### src/rtl/swppm_pkg.sv
`default_nettype none
package swppm_pkg;

    // ------------------------------------------------------------
    // widths
    // ------------------------------------------------------------
    localparam int ADDR_W = 8;
    localparam int DATA_W = 8;
    localparam int BR_W = 13;
    localparam int SLOT_W = 6;

    // ------------------------------------------------------------
    // register offsets
    // ------------------------------------------------------------
    localparam logic [7:0] OFS_BAUD_HI = 8'h50;
    localparam logic [7:0] OFS_BAUD_LO = 8'h51;
    localparam logic [7:0] OFS_CTL_ONE = 8'h52;
    localparam logic [7:0] OFS_CTL_TWO = 8'h53;
    localparam logic [7:0] OFS_STAT_ONE = 8'h54;
    localparam logic [7:0] OFS_STAT_TWO = 8'h55;
    localparam logic [7:0] OFS_DATA_HI = 8'h56;
    localparam logic [7:0] OFS_DATA_LO = 8'h57;

    // ------------------------------------------------------------
    // field positions
    // ------------------------------------------------------------
    localparam int CTL1_BUS_MODE = 5;
    localparam int CTL1_TX_INV = 0;
    localparam int CTL2_TE = 3;
    localparam int CTL2_RE = 2;
    localparam int CTL2_SBK = 0;
    localparam int ST1_TDRE = 7;
    localparam int ST1_TC = 6;
    localparam int ST1_RDRF = 5;
    localparam int ST1_IDLE = 4;
    localparam int ST1_MISMATCH = 2;
    localparam int ST2_RX_ACTIVE = 0;
    localparam int ST2_FRAME_OK = 1;
    localparam int ST2_FRAME_FAIL = 2;
    localparam int BAUD_HI_BITS = 5;

    // ------------------------------------------------------------
    // reset values
    // ------------------------------------------------------------
    localparam logic [7:0] BAUD_LO_RST = 8'h04;
    localparam logic [7:0] BAUD_HI_RST = 8'h00;
    localparam logic [7:0] CTL_RST = 8'h00;
    localparam logic [7:0] STAT_ONE_RST = 8'hC0;
    localparam logic [7:0] PULL_ONES = 8'hFF;
    localparam logic [7:0] PULL_ZEROS = 8'h00;

    // ------------------------------------------------------------
    // frame layout, counted in time slots
    // ------------------------------------------------------------
    localparam int SUBSLOTS = 16;
    localparam int PRESCALE_STEP_HZ = 1280000;
    localparam int MAX_SLAVES = 8;
    localparam logic [SLOT_W-1:0] START_SLOTS = 6'd3;
    localparam logic [SLOT_W-1:0] SYNC_SLOT = 6'd3;
    localparam logic [SLOT_W-1:0] FIRST_BIT_SLOT = 6'd5;
    localparam logic [SLOT_W-1:0] PULL_SYNC_SLOT = 6'd21;
    localparam logic [SLOT_W-1:0] LAST_PUSH_SLOT = 6'd22;
    localparam logic [SLOT_W-1:0] PULL_BITS = 6'd8;
    localparam logic [SLOT_W-1:0] EOF_SLOTS = 6'd8;
    localparam logic [SLOT_W-1:0] BREAK_SLOTS = 6'd20;
    localparam logic [3:0] EOF_MIN_EDGES = 4'd4;

    // ------------------------------------------------------------
    // register port request
    // ------------------------------------------------------------
    typedef struct packed {
        logic [ADDR_W-1:0] addr;
        logic [DATA_W-1:0] wdata;
        logic wr;
        logic rd;
    } swppm_req_s;

endpackage : swppm_pkg
`default_nettype wire

### src/rtl/swppm_slot_timer.sv
`timescale 1ns/10ps
`default_nettype none
module swppm_slot_timer #(
    parameter int BR_W = 13
) (
    input wire logic sys_clk,
    input wire logic rstn,
    input wire logic run,
    input wire logic restart,
    input wire logic [BR_W-1:0] modulus,
    output logic slot_mid,
    output logic slot_end
);

    localparam int CNT_W = BR_W + 4;

    initial begin
        if (BR_W < 1 || BR_W > 16) begin
            $error("swppm_slot_timer: unsupported BR_W");
        end
    end

    logic [CNT_W-1:0] cnt_r;
    logic [CNT_W-1:0] slot_len;
    logic [CNT_W-1:0] half_len;

    // one slot is sixteen times the modulus, half a bit of 16*2n
    assign slot_len = {modulus, 4'b0000};
    assign half_len = {1'b0, modulus, 3'b000};

    // a zero modulus stops the generator, so no slot ever ends
    always_ff @(posedge sys_clk or negedge rstn) begin
        if (!rstn) begin
            cnt_r <= '0;
        end else if (restart || !run || modulus == '0) begin
            cnt_r <= '0;
        end else if (cnt_r == slot_len - 1'b1) begin
            cnt_r <= '0;
        end else begin
            cnt_r <= cnt_r + 1'b1;
        end
    end

    assign slot_mid = run && !restart && modulus != '0 && cnt_r == half_len;
    assign slot_end = run && !restart && modulus != '0
                      && cnt_r == slot_len - 1'b1;

endmodule : swppm_slot_timer
`default_nettype wire

### src/rtl/swppm_top.sv
`timescale 1ns/10ps
`default_nettype none
module swppm_top #(
    parameter int BR_W = swppm_pkg::BR_W
) (
    input wire logic sys_clk,
    input wire logic rstn,
    input wire swppm_pkg::swppm_req_s req,
    output logic [swppm_pkg::DATA_W-1:0] rdata,
    input wire logic rx_in,
    output logic tx_out
);

    initial begin
        if (BR_W != swppm_pkg::BR_W) begin
            $error("swppm_top: BR_W must match the baud register width");
        end
        if (swppm_pkg::MAX_SLAVES != 8) begin
            $error("swppm_top: address field is three bits wide");
        end
    end

    typedef enum logic [2:0] {
        ST_IDLE,
        ST_PUSH,
        ST_PULL,
        ST_EOF,
        ST_BREAK
    } swppm_state_e;

    // ------------------------------------------------------------
    // registers and decode
    // ------------------------------------------------------------
    logic [7:0] baud_hi_r;
    logic [7:0] baud_lo_r;
    logic [7:0] ctl_one_r;
    logic [7:0] ctl_two_r;
    logic [7:0] payload_r;
    logic [7:0] rx_data_r;
    logic tdre_r;
    logic tc_r;
    logic rdrf_r;
    logic idle_r;
    logic mismatch_r;
    logic rdrf_snap_r;
    logic mismatch_snap_r;
    logic rx_active_r;
    logic frame_ok_r;
    logic frame_fail_r;
    logic [7:0] rdata_r;
    logic tx_r;
    swppm_state_e state_r;
    logic [swppm_pkg::SLOT_W-1:0] slot_idx_r;
    logic [7:0] shift_r;
    logic eof_prev_r;
    logic eof_high_r;
    logic [3:0] eof_edges_r;

    logic wr_data;
    logic wr_ctl_two;
    logic rd_stat;
    logic rd_data;
    logic bus_mode;
    logic frame_start;
    logic break_start;
    logic slot_mid;
    logic slot_end;
    logic [BR_W-1:0] modulus;
    logic sent_level;
    logic rx_path;
    logic push_err;
    logic pull_done;
    logic eof_done;
    logic tdre_set;
    logic frame_end;

    function automatic logic hit(input logic [7:0] a, input logic [7:0] o);
        hit = (a == o);
    endfunction : hit

    // level that the device puts on the wire in a given push slot
    function automatic logic push_level(
        input logic [swppm_pkg::SLOT_W-1:0] idx,
        input logic [7:0] pay
    );
        logic [swppm_pkg::SLOT_W-1:0] rel;
        logic b;
        rel = idx - swppm_pkg::FIRST_BIT_SLOT;
        b = pay[rel[3:1]];
        if (idx < swppm_pkg::START_SLOTS) begin
            push_level = 1'b0;
        end else if (idx < swppm_pkg::FIRST_BIT_SLOT) begin
            push_level = (idx == swppm_pkg::SYNC_SLOT);
        end else if (idx < swppm_pkg::PULL_SYNC_SLOT) begin
            push_level = rel[0] ? b : ~b;
        end else begin
            push_level = (idx != swppm_pkg::PULL_SYNC_SLOT);
        end
    endfunction : push_level

    assign wr_data = req.wr && hit(req.addr, swppm_pkg::OFS_DATA_LO);
    assign wr_ctl_two = req.wr && hit(req.addr, swppm_pkg::OFS_CTL_TWO);
    assign rd_stat = req.rd && hit(req.addr, swppm_pkg::OFS_STAT_ONE);
    assign rd_data = req.rd && hit(req.addr, swppm_pkg::OFS_DATA_LO);
    assign bus_mode = ctl_one_r[swppm_pkg::CTL1_BUS_MODE];
    assign modulus = BR_W'({baud_hi_r[swppm_pkg::BAUD_HI_BITS-1:0],
                            baud_lo_r});

    // a data write seizes the wire whatever is running
    assign frame_start = wr_data && bus_mode
                         && ctl_two_r[swppm_pkg::CTL2_TE];
    assign break_start = wr_ctl_two && bus_mode && !frame_start
                         && req.wdata[swppm_pkg::CTL2_SBK];

    // ------------------------------------------------------------
    // slot timing
    // ------------------------------------------------------------
    swppm_slot_timer #(
        .BR_W(BR_W)
    ) u_timer (
        .sys_clk(sys_clk),
        .rstn(rstn),
        .run(state_r != ST_IDLE),
        .restart(frame_start || break_start),
        .modulus(modulus),
        .slot_mid(slot_mid),
        .slot_end(slot_end)
    );

    // ------------------------------------------------------------
    // frame sequencer
    // ------------------------------------------------------------
    assign sent_level = push_level(slot_idx_r, payload_r);
    // rx never reaches the receiver while pushing
    assign rx_path = (state_r == ST_PULL || state_r == ST_EOF)
                     ? rx_in : 1'b1;
    assign push_err = state_r == ST_PUSH && slot_mid
                      && slot_idx_r < swppm_pkg::PULL_SYNC_SLOT
                      && rx_in != sent_level;
    assign pull_done = state_r == ST_PULL && slot_end
                       && slot_idx_r == swppm_pkg::PULL_BITS - 1'b1;
    assign eof_done = state_r == ST_EOF && slot_end
                      && slot_idx_r == swppm_pkg::EOF_SLOTS - 1'b1;
    assign tdre_set = state_r == ST_PUSH && slot_end && slot_idx_r == '0;
    assign frame_end = eof_done || (state_r == ST_BREAK && slot_end
                       && slot_idx_r == swppm_pkg::BREAK_SLOTS - 1'b1);

    // leaving bus mode drops any frame at once
    always_ff @(posedge sys_clk or negedge rstn) begin
        if (!rstn) begin
            state_r <= ST_IDLE;
            slot_idx_r <= '0;
        end else if (!bus_mode) begin
            state_r <= ST_IDLE;
            slot_idx_r <= '0;
        end else if (frame_start) begin
            state_r <= ST_PUSH;
            slot_idx_r <= '0;
        end else if (break_start) begin
            state_r <= ST_BREAK;
            slot_idx_r <= '0;
        end else if (slot_end) begin
            unique case (state_r)
                ST_IDLE: begin
                    slot_idx_r <= '0;
                end
                ST_PUSH: begin
                    if (slot_idx_r == swppm_pkg::LAST_PUSH_SLOT) begin
                        state_r <= ST_PULL;
                        slot_idx_r <= '0;
                    end else begin
                        slot_idx_r <= slot_idx_r + 1'b1;
                    end
                end
                ST_PULL: begin
                    if (pull_done) begin
                        state_r <= ST_EOF;
                        slot_idx_r <= '0;
                    end else begin
                        slot_idx_r <= slot_idx_r + 1'b1;
                    end
                end
                ST_EOF, ST_BREAK: begin
                    if (frame_end) begin
                        state_r <= ST_IDLE;
                        slot_idx_r <= '0;
                    end else begin
                        slot_idx_r <= slot_idx_r + 1'b1;
                    end
                end
            endcase
        end
    end

    // wire level changes on slot boundaries, or at once when bus mode drops; recessive when idle
    always_ff @(posedge sys_clk or negedge rstn) begin
        if (!rstn) begin
            tx_r <= 1'b1;
        end else if (!bus_mode) begin
            tx_r <= 1'b1;
        end else if (frame_start || break_start) begin
            tx_r <= ctl_one_r[swppm_pkg::CTL1_TX_INV];
        end else if (state_r == ST_BREAK && !frame_end) begin
            tx_r <= ctl_one_r[swppm_pkg::CTL1_TX_INV];
        end else if (state_r == ST_PUSH && slot_end) begin
            if (slot_idx_r == swppm_pkg::LAST_PUSH_SLOT) begin
                tx_r <= ~ctl_one_r[swppm_pkg::CTL1_TX_INV];
            end else begin
                tx_r <= ctl_one_r[swppm_pkg::CTL1_TX_INV]
                        ^ push_level(slot_idx_r + 1'b1, payload_r);
            end
        end else if (state_r != ST_PUSH) begin
            tx_r <= ~ctl_one_r[swppm_pkg::CTL1_TX_INV];
        end
    end

    // pull bits arrive least significant first
    always_ff @(posedge sys_clk or negedge rstn) begin
        if (!rstn) begin
            shift_r <= '0;
        end else if (state_r == ST_PULL && slot_mid) begin
            shift_r <= {rx_path, shift_r[7:1]};
        end
    end

    // the end-of-frame wave should flip every slot
    always_ff @(posedge sys_clk or negedge rstn) begin
        if (!rstn) begin
            eof_prev_r <= 1'b1;
            eof_high_r <= 1'b1;
            eof_edges_r <= '0;
        end else if (pull_done) begin
            eof_prev_r <= shift_r[7];
            eof_high_r <= 1'b1;
            eof_edges_r <= '0;
        end else if (state_r == ST_EOF && slot_mid) begin
            eof_prev_r <= rx_path;
            eof_high_r <= eof_high_r && rx_path;
            if (rx_path != eof_prev_r && eof_edges_r != 4'hF) begin
                eof_edges_r <= eof_edges_r + 1'b1;
            end
        end
    end

    // verdict on the finished frame, cleared by the next one
    always_ff @(posedge sys_clk or negedge rstn) begin
        if (!rstn) begin
            frame_ok_r <= 1'b0;
            frame_fail_r <= 1'b0;
        end else if (frame_start) begin
            frame_ok_r <= 1'b0;
            frame_fail_r <= 1'b0;
        end else if (eof_done) begin
            frame_ok_r <= rx_data_r != swppm_pkg::PULL_ONES
                          && rx_data_r != swppm_pkg::PULL_ZEROS
                          && eof_edges_r >= swppm_pkg::EOF_MIN_EDGES;
            frame_fail_r <= rx_data_r == swppm_pkg::PULL_ONES
                            && eof_high_r;
        end
    end

    localparam logic [swppm_pkg::SLOT_W-1:0] PULL_SYNC_M1 =
        swppm_pkg::PULL_SYNC_SLOT - 6'd1;

    // receiver wakes on the pull sync slot only if enabled
    always_ff @(posedge sys_clk or negedge rstn) begin
        if (!rstn) begin
            rx_active_r <= 1'b0;
        end else if (frame_start || frame_end || !bus_mode) begin
            rx_active_r <= 1'b0;
        end else if (state_r == ST_PUSH && slot_end
                     && slot_idx_r == PULL_SYNC_M1) begin
            rx_active_r <= ctl_two_r[swppm_pkg::CTL2_RE];
        end
    end

    // ------------------------------------------------------------
    // software registers
    // ------------------------------------------------------------
    always_ff @(posedge sys_clk or negedge rstn) begin
        if (!rstn) begin
            baud_hi_r <= swppm_pkg::BAUD_HI_RST;
            baud_lo_r <= swppm_pkg::BAUD_LO_RST;
            ctl_one_r <= swppm_pkg::CTL_RST;
        end else if (req.wr) begin
            if (hit(req.addr, swppm_pkg::OFS_BAUD_HI)) begin
                baud_hi_r <= req.wdata;
            end
            if (hit(req.addr, swppm_pkg::OFS_BAUD_LO)) begin
                baud_lo_r <= req.wdata;
            end
            if (hit(req.addr, swppm_pkg::OFS_CTL_ONE)) begin
                ctl_one_r <= req.wdata;
            end
        end
    end

    // the break bit reads back set until its 20 slots are over
    always_ff @(posedge sys_clk or negedge rstn) begin
        if (!rstn) begin
            ctl_two_r <= swppm_pkg::CTL_RST;
        end else if (wr_ctl_two) begin
            ctl_two_r <= req.wdata;
        end else if (state_r == ST_BREAK && frame_end) begin
            ctl_two_r[swppm_pkg::CTL2_SBK] <= 1'b0;
        end
    end

    always_ff @(posedge sys_clk or negedge rstn) begin
        if (!rstn) begin
            payload_r <= '0;
        end else if (wr_data) begin
            payload_r <= req.wdata;
        end
    end

    // pull byte lands only when the receiver was woken
    always_ff @(posedge sys_clk or negedge rstn) begin
        if (!rstn) begin
            rx_data_r <= '0;
        end else if (pull_done && rx_active_r) begin
            rx_data_r <= shift_r; // all eight samples are in
        end
    end

    // transmit side flags follow the data write, the end of push slot 0 (TDRE) and the frame end (TC, IDLE)
    always_ff @(posedge sys_clk or negedge rstn) begin
        if (!rstn) begin
            tdre_r <= swppm_pkg::STAT_ONE_RST[swppm_pkg::ST1_TDRE];
            tc_r <= swppm_pkg::STAT_ONE_RST[swppm_pkg::ST1_TC];
            idle_r <= swppm_pkg::STAT_ONE_RST[swppm_pkg::ST1_IDLE];
        end else if (wr_data) begin
            tdre_r <= !bus_mode || !ctl_two_r[swppm_pkg::CTL2_TE];
            tc_r <= 1'b0;
            idle_r <= 1'b0;
        end else begin
            if (tdre_set) begin
                tdre_r <= 1'b1;
            end
            if (frame_end) begin
                tc_r <= 1'b1;
                idle_r <= 1'b1;
            end
        end
    end

    // status read arms the clear; the data read clears what was seen
    always_ff @(posedge sys_clk or negedge rstn) begin
        if (!rstn) begin
            rdrf_snap_r <= 1'b0;
            mismatch_snap_r <= 1'b0;
        end else if (rd_stat) begin
            rdrf_snap_r <= rdrf_r;
            mismatch_snap_r <= mismatch_r;
        end else if (rd_data) begin
            rdrf_snap_r <= 1'b0;
            mismatch_snap_r <= 1'b0;
        end
    end

    // a new event in the clearing cycle wins over the clear
    always_ff @(posedge sys_clk or negedge rstn) begin
        if (!rstn) begin
            rdrf_r <= 1'b0;
            mismatch_r <= 1'b0;
        end else begin
            if (pull_done && rx_active_r) begin
                rdrf_r <= 1'b1;
            end else if (rd_data && rdrf_snap_r) begin
                rdrf_r <= 1'b0;
            end
            if (push_err) begin
                mismatch_r <= 1'b1;
            end else if (rd_data && mismatch_snap_r) begin
                mismatch_r <= 1'b0;
            end
        end
    end

    // ------------------------------------------------------------
    // read port: data valid only in the cycle after the strobe
    // ------------------------------------------------------------
    always_ff @(posedge sys_clk or negedge rstn) begin
        if (!rstn) begin
            rdata_r <= '0;
        end else if (!req.rd) begin
            rdata_r <= '0;
        end else begin
            unique case (req.addr)
                swppm_pkg::OFS_BAUD_HI: rdata_r <= baud_hi_r;
                swppm_pkg::OFS_BAUD_LO: rdata_r <= baud_lo_r;
                swppm_pkg::OFS_CTL_ONE: rdata_r <= ctl_one_r;
                swppm_pkg::OFS_CTL_TWO: rdata_r <= ctl_two_r;
                swppm_pkg::OFS_STAT_ONE: begin
                    rdata_r <= {tdre_r, tc_r, rdrf_r, idle_r,
                                1'b0, mismatch_r, 2'b00};
                end
                swppm_pkg::OFS_STAT_TWO: begin
                    rdata_r <= {5'b00000, frame_fail_r, frame_ok_r,
                                rx_active_r};
                end
                swppm_pkg::OFS_DATA_LO: rdata_r <= rx_data_r;
                default: rdata_r <= '0; // unmapped and data high read zero
            endcase
        end
    end

    assign rdata = rdata_r;
    assign tx_out = tx_r;

endmodule : swppm_top
`default_nettype wire
### config.mk
export PLATFORM = sky130hd
export DESIGN_NAME = swppm_top
export DESIGN_NICKNAME = d
export VERILOG_FILES = /design/src/rtl/swppm_pkg.sv /design/src/rtl/swppm_slot_timer.sv /design/src/rtl/swppm_top.sv
export SDC_FILE = /design/constraint.sdc
export NUM_CORES = 1
export LEC_CHECK = 0
export ABC_AREA = 1
export ABC_CLOCK_PERIOD_IN_PS = 2550
export BUFFER_PORTS_ARGS = -buffer_cell sky130_fd_sc_hd__buf_2
export CAP_MARGIN = 10
export CORE_ASPECT_RATIO = 1.25
export CORE_UTILIZATION = 30
export DETAILED_ROUTE_END_ITERATION = 10
export GPL_ROUTABILITY_DRIVEN = 0
export REMOVE_ABC_BUFFERS = 1
export SETUP_SLACK_MARGIN = 0.05
export SLEW_MARGIN = 15
export SYNTH_ARGS = -nofsm -noshare
export SYNTH_HDL_FRONTEND = slang
export SYNTH_SLANG_ARGS = --single-unit
### constraint.sdc
create_clock -name sys_clk -period 2.55 [get_ports sys_clk]
set_input_delay 0.51 -clock sys_clk [delete_from_list [all_inputs] [get_ports sys_clk]]
set_output_delay 0.51 -clock sys_clk [all_outputs]
set_load 0.005 [all_outputs]
Word-level counts from Yosys, hierarchy flattened
Index checks and enable logic that the tools add are counted.

storage, ports and cells
  word-level logic and storage cells = 221
  flip-flop bits (word level) = 107
  bits of input ports = 21

cells by class
  bitwise operators = 4
  equal/unequal tests = 33
  reduce and logical (&&, ||, !) cells = 73
  add/subtract/negate cells = 6
  $lt $le $gt $ge = 9
  multiplexer cells = 70

operators with widths
  cell                                                                          count
  8-bit by 7-bit == test with 1-bit output, second input constant               7
  8-bit one-hot mux with 7 select lines                                         1
  1-bit 2-to-1 mux                                                              45
  6-bit 2-to-1 mux                                                              7
  1-bit logical AND                                                             37
  17-bit 2-to-1 mux                                                             2
  6-bit one-hot mux with 4 select lines                                         1
  3-bit 2-to-1 mux                                                              7
  2-bit nonzero test                                                            10
  6-bit by 5-bit == test with 1-bit output, second input constant               3
  17-bit by 1-bit adder with 17-bit output, second input constant               1
  17-bit by 16-bit == test with 1-bit output                                    1
  17-bit == test                                                                1
  17-bit by 1-bit subtractor with 17-bit output, second input constant          1
  5-bit inequality test, second input constant                                  3
  13-bit logical NOT                                                            1
  13-bit nonzero test                                                           1
  6-bit by 2-bit == test with 1-bit output, second input constant               2
  6-bit by 2-bit less-than comparator with 1-bit output, second input constant  2
  6-bit by 3-bit less-than comparator with 1-bit output, second input constant  2
  6-bit by 5-bit less-than comparator with 1-bit output, second input constant  2
  4-bit 2-to-1 mux                                                              3
  6-bit by 5-bit inequality test with 1-bit output, second input constant       2
  3-bit one-hot mux with 3 select lines                                         1
  other kinds (30)                                                              52

Longest topological paths before layout
  depth in word-level cells = 26
  gate-level depth with buffers = 19

By module
Synthesis repeated with hierarchy kept, for this count alone.

unflattened totals
  cells, all modules = 895
  area total of the unflattened synthesis = 6505.0 um2

modules (own cells, without submodules)
  module            times used  area each (um2)  sequential area each (um2)  cells an instance
  swppm_top         1           4728.3           2259.7                      592
  swppm_slot_timer  1           1776.7           425.4                       303

Least setup slack after synthesis
No wires, ideal clock.

  kind = reg2reg
  start point = register slot_idx_r[0] (netlist bit)
  end point = register tx_r (netlist: tx_out)
  data required time = 2482 ps
  setup time = 68 ps
  cell stages (with the launch flop) = 18
  path slack = 228 ps
  data arrival time = 2254 ps
  cells stage by stage = dfrtp_1 -> clkinv_1 -> ha_1 -> clkbuf_1 -> nand2_1 -> nand2_1 -> nand2_1 -> nand3_1 -> nand2_1 -> nand2_1 -> nand3_1 -> nand3_1 -> nand3_1 -> nand2_1 -> nand3_1 -> nand2_1 -> nand2_1 -> a21oi_2

between the ends
  cells in the longest elaborated chain, start to end = 20
  elaborated cells on any way between the ends = 34
  those cells by class = add/sub (2); order compare (3); eq/ne (6); mux (16); bitwise (2); reduce/logical (5)

RTL lines
  element                                      line              source
  from (decl)                                  swppm_top.sv:53   logic [swppm_pkg::SLOT_W-1:0] slot_idx_r;
  from (signal assigned)                       swppm_top.sv:172  slot_idx_r <= slot_idx_r + 1'b1;
  from (signal assigned)                       swppm_top.sv:180  slot_idx_r <= slot_idx_r + 1'b1;
  from (signal assigned)                       swppm_top.sv:188  slot_idx_r <= slot_idx_r + 1'b1;
  6-bit by 1-bit adder with 6-bit output       swppm_top.sv:210  ^ push_level(slot_idx_r + 1'b1, payload_r);
  4-bit by 3-bit subtractor with 4-bit output  swppm_top.sv:88   rel = idx - swppm_pkg::FIRST_BIT_SLOT;
  1-bit binary-select mux with 3-bit select    swppm_top.sv:89   b = pay[rel[3:1]];
  1-bit 2-to-1 mux (not written as such)       swppm_top.sv:89
  1-bit inverter                               swppm_top.sv:95   push_level = rel[0] ? b : ~b;
  1-bit 2-to-1 mux                             swppm_top.sv:95
  1-bit 2-to-1 mux                             swppm_top.sv:94   end else if (idx < swppm_pkg::PULL_SYNC_SLOT) begin
  1-bit 2-to-1 mux                             swppm_top.sv:92   end else if (idx < swppm_pkg::FIRST_BIT_SLOT) begin
  [... 4 more ...]                             n/a
  1-bit 2-to-1 mux                             swppm_top.sv:201  end else if (frame_start || break_start) begin
  1-bit 2-to-1 mux                             swppm_top.sv:199  end else if (!bus_mode) begin
  1-bit bitwise XOR                            swppm_top.sv:210
  1-bit 2-to-1 mux                             swppm_top.sv:206  if (slot_idx_r == swppm_pkg::LAST_PUSH_SLOT) begin
  1-bit 2-to-1 mux                             swppm_top.sv:205  end else if (state_r == ST_PUSH && slot_end) begin
  1-bit 2-to-1 mux                             swppm_top.sv:203  end else if (state_r == ST_BREAK && !frame_end) begin
  1-bit 2-to-1 mux                             swppm_top.sv:201
  1-bit 2-to-1 mux                             swppm_top.sv:199
  to (signal assigned)                         swppm_top.sv:202  tx_r <= ctl_one_r[swppm_pkg::CTL1_TX_INV];
  to (signal assigned)                         swppm_top.sv:204  tx_r <= ctl_one_r[swppm_pkg::CTL1_TX_INV];
  to (signal assigned)                         swppm_top.sv:207  tx_r <= ~ctl_one_r[swppm_pkg::CTL1_TX_INV];
  to (decl)                                    swppm_top.sv:51   logic tx_r;

Parallel ways exist; a longest one is shown, timed or not. The select of a mux whose other input is x is not followed.
A chain may end at the register's enable or synchronous reset.

Worst setup path in the final report
  start point = register baud_lo_r[1]
  end point = register slot_idx_r[0] (netlist bit)

between the ends
  cells in the longest elaborated chain, start to end = 12
  elaborated cells on any way between the ends = 20
  those cells by class = add/sub (1); eq/ne (2); mux (7); reduce/logical (10)

RTL lines
  element                                                                               line                                            source
  from (decl)                                                                           swppm_top.sv:35                                 logic [7:0] baud_lo_r;
  from (signal assigned)                                                                swppm_top.sv:283                                baud_lo_r <= swppm_pkg::BAUD_LO_RST;
  from (signal assigned)                                                                swppm_top.sv:290                                baud_lo_r <= req.wdata;
  17-bit by 1-bit subtractor with 17-bit output or 13-bit nonzero test (tied branches)  swppm_slot_timer.sv:46, swppm_slot_timer.sv:45
  17-bit == test or 1-bit logical AND (tied branches)                                   swppm_slot_timer.sv:46, swppm_slot_timer.sv:45
  1-bit logical AND *                                                                   swppm_slot_timer.sv:46                          && cnt_r == slot_len - 1'b1;
  1-bit logical AND, on equally long branches                                           swppm_top.sv:142, swppm_top.sv:145
  1-bit logical AND, on equally long branches                                           swppm_top.sv:143, swppm_top.sv:146
  1-bit logical OR                                                                      swppm_top.sv:145                                assign frame_end = eof_done || (state_r == ST_BREAK && slot_end
  6-bit 2-to-1 mux                                                                      swppm_top.sv:184                                if (frame_end) begin
  6-bit one-hot mux with 4 select lines                                                 swppm_top.sv:163                                unique case (state_r)
  6-bit 2-to-1 mux                                                                      swppm_top.sv:162                                end else if (slot_end) begin
  6-bit 2-to-1 mux                                                                      swppm_top.sv:159                                end else if (break_start) begin
  6-bit 2-to-1 mux                                                                      swppm_top.sv:156                                end else if (frame_start) begin
  6-bit 2-to-1 mux                                                                      swppm_top.sv:153                                end else if (!bus_mode) begin

Mark *: on every way between the ends. The rest lies on a longest branch, timed or not. The select of a mux whose other input is x is not followed.

==> results by group <==
Final layout
  – Area Growth Syn to Fin: 17.4%
  – Layout cell share with drive strength beyond 1: 16.8%
  – Final nets: 989
  – Post-route insts no fill: 1238
  – Max FFs per register: 17
  – ANT cells: 0
  – Largest Register: u_timer.cnt_r
  – Layout Utilization: 35.9%

Timing
  – RSZ-0062 raised after global routing: true
  – Layout Skew: 0.0143 ns
  – Final Slew Violations: 0
  – Fmax: 0.418 GHz
  – Period utilization: 93.8%
  – Worst-Margin Slew: 0.575 ns
  – Final setup fails: 0
  – Fin. Hold Viols: 0
  – Setup TNS: 0 ns
  – Final min period: 2.39 ns
  – Hold WS: 0.141 ns
  – Relative slew slack: 61.3%

Routing
  – Post-route ant nets: 0
  – WL final: 18.6 mm
  – WL/cell: 15.0 µm
  – Via density: 4.87
  – TritonRoute pass-1 iters: 6
  – Detailed router's first-iteration violation count: 470
  – DRC: 0
  – Via count: 6034

Power and ir drop
  – Sequential power share: 46.8%
  – Max rail drop VDD: 0.336 mV
  – Psw: 1100 µW
  – Leakage: 0.00359 µW
  – Power Density: 495 nW/µm²
  – Switching share of power: 29.0%
  – Clk pwr share: 40.3%
  – Overall power after layout: 3810 µW
  – Logic pwr share: 12.9%
  – Internal: 2710 µW

Logic synthesis
  – Top-area cell type share of the netlist area: 38.5%
  – Syn Inst Count: 887
  – Seq/Total Area, Yosys: 40.9%
  – Top cells by count, synth: nand2_1 (258), inv_1 (118), dfrtp_1 (101)
  – Post-synth EDFFs: 0
  – Warnings, synthesis: 0
  – Synth area leader: dfrtp_1
  – Post-synth cell types: 50
  – Most common cell in the netlist: nand2_1
  – Post-Syn Area: 6560 µm²
  – Top FF cell, synth: dfrtp_1
  – Top post-synthesis cells by area: dfrtp_1 (39%), nand2_1 (15%), inv_1 (6.8%)
  – #FFs+latches synth: 107
  – Mean Syn Cell Area: 7.40 µm²
  – Post-synth ARST share: 100%

CTS
  – CTS H-tree lvls: 3
  – Clk sinks: 107
  – Root Driver: clkbuf_16
  – TritonCTS clock tree: done
  – Max clock buf depth: 2
  – Num CTS Buffers: 9
  – Clock-pin transition on the worst setup and hold timing paths: 0.08 ns
  – Skew-Pair Late Insertion Delay: 0.37 ns

Setup path
  – WP data required: 2.80 ns
  – Startpoint types: flip-flop
  – CP Cell Sequence: buf_4 > nor2_2 > nand2_2 > nor2_4 > nand3_1 > nand2_1 > nand2_1 > inv_1 > nand2_1 > nor2_2 > nand3_4 > buf_12 > buf_4 > buf_4 > a21oi_1 > a21oi_1
  – Slowest-stage cell, CP: dfrtp_1
  – CP max FO: 6
  – Critical path class: flip-flop to flip-flop
  – Crit-path max cell delay: 0.38 ns
  – Worst setup EP type: flip-flop
  – Crit path DAT: 2.64 ns

Global routing
  – Largest net degree at the start of global routing: 42
  – Vias in the first global route: 5724
  – GRT Total Usage: 16.9%
  – Grt total ovfl: 0
  – Initial antenna violation count: 0
  – First-pass GRT wire length: 29.5 mm

Die
  – Die Y: 167 µm
  – Top Ports: 30
  – Die width: 134 µm
  – Row Count: 60
  – Starting Density: 30.6%
  – Core Region: 21500 µm²
  – Die area: 22500 µm²

Placement
  – Final HPWL DP: 14.4 mm
  – Post-Place Cells: 1215
  – Buffers on Ports: 29

Run status
  – Status: finished, final reports clean

Min path
  – Worst min path class: primary input to async pin

Run
  – Reported max-cap violation count: 0
## worst paths after layout
check                             start                 to  slack (ns)  cells past startpoint
min                                rstn  u_timer.cnt_r[15]        0.14                      1
max in group asynchronous          rstn       ctl_two_r[1]        1.72                      2
max reg2reg                baud_lo_r[1]      slot_idx_r[0]        0.16                     16
max                        baud_lo_r[1]      slot_idx_r[0]        0.16                     16
min in group sys_clk             req[4]       payload_r[2]        0.38                      3
min reg2reg                  eof_high_r         eof_high_r        0.47                      2
## metal layers
| layer | vias up | GRT usage (%) | wire length, µm |
|---|---|---|---|
| li1 | 3008 | - | - |
| met1 | 2866 | 20.3 | 7880 |
| met2 | 127 | 30.0 | 9560 |
| met3 | 33 | 2.45 | 553 |
| met4 | 0 | 7.13 | 585 |
| met5 | - | 0 | 0 |
## layout make-up
type	count	area [µm²]
well taps	279	349
flip-flops and latches	107	2690
multi-input cells	641	3390
clock buffers	9	225
inverters	125	469
repair buffers	70	484
fillers	2282	13800
clock inverters	7	100
## critical path: cells and delay by family (launching register included)
family | cells | cell delay, ns
flip-flops | 1 | 0.38
AO/OA/AOI/OAI | 2 | 0.17
AND/OR/NAND/NOR | 9 | 1.08
buffers and inverters | 5 | 0.66
## power by group through the flow
stage / Sequential, µW / Combinational [µW] / Clock [µW]
finish: 1780 / 493 / 1540
global route: 1790 / 555 / 1630
CTS: 1780 / 476 / 1560
detailed placement: 1820 / 472 / 0
global placement: 1820 / 464 / 0
floorplan: 1800 / 308 / 0
## through the flow
stage,setup slack [ns],instance area [µm²]
floorplan,0.120,6470
global placement,0.116,7240
detailed placement,0.0509,7240
CTS,0.0667,7560
global route,0.0141,7700
finish,0.157,7700
## placed cells by master, fill, tap and decap left out, types with 3 or more instances in the layout
cell type,Yosys,layout
a31oi_1,5,5
o21ai_2,9,9
nand3_2,7,6
inv_2,5,6
nand4_1,15,15
nor4_1,5,5
a21oi_1,28,28
nor2_2,13,14
nand2_1,258,256
a221oi_1,4,4
ha_1,14,11
dfrtp_1,101,99
nand3_1,53,53
nor2_1,62,59
buf_2,3,28
dfstp_2,6,6
buf_4,0,39
nand2_2,6,8
xnor2_1,4,4
inv_6,0,3
nor3_2,3,3
o22ai_1,5,5
nor3_1,20,20
inv_1,118,118
nor2_4,8,10
o21ai_1,3,4
clkbuf_16,0,9
xor2_1,20,20
o21ai_0,75,74
o211ai_1,3,3
## cells by family after synthesis
kind of cell	Yosys count	share of synthesized area, %
flip-flops	107	40.9
AO/OA/AOI/OAI	143	12.6
multiplexers	2	0.381
XOR/XNOR	24	3.20
buffers and inverters	139	8.47
adder cells (fa/ha/maj)	14	2.67
AND/OR/NAND/NOR	458	31.7
## timing repair
action | CTS | global route
resized for setup | 0 | 19
setup endpoints to repair | 0 | 28
buffers inserted | 0 | 7
hold buffers | 0 | 0
Power figures use the tool's default switching activity.
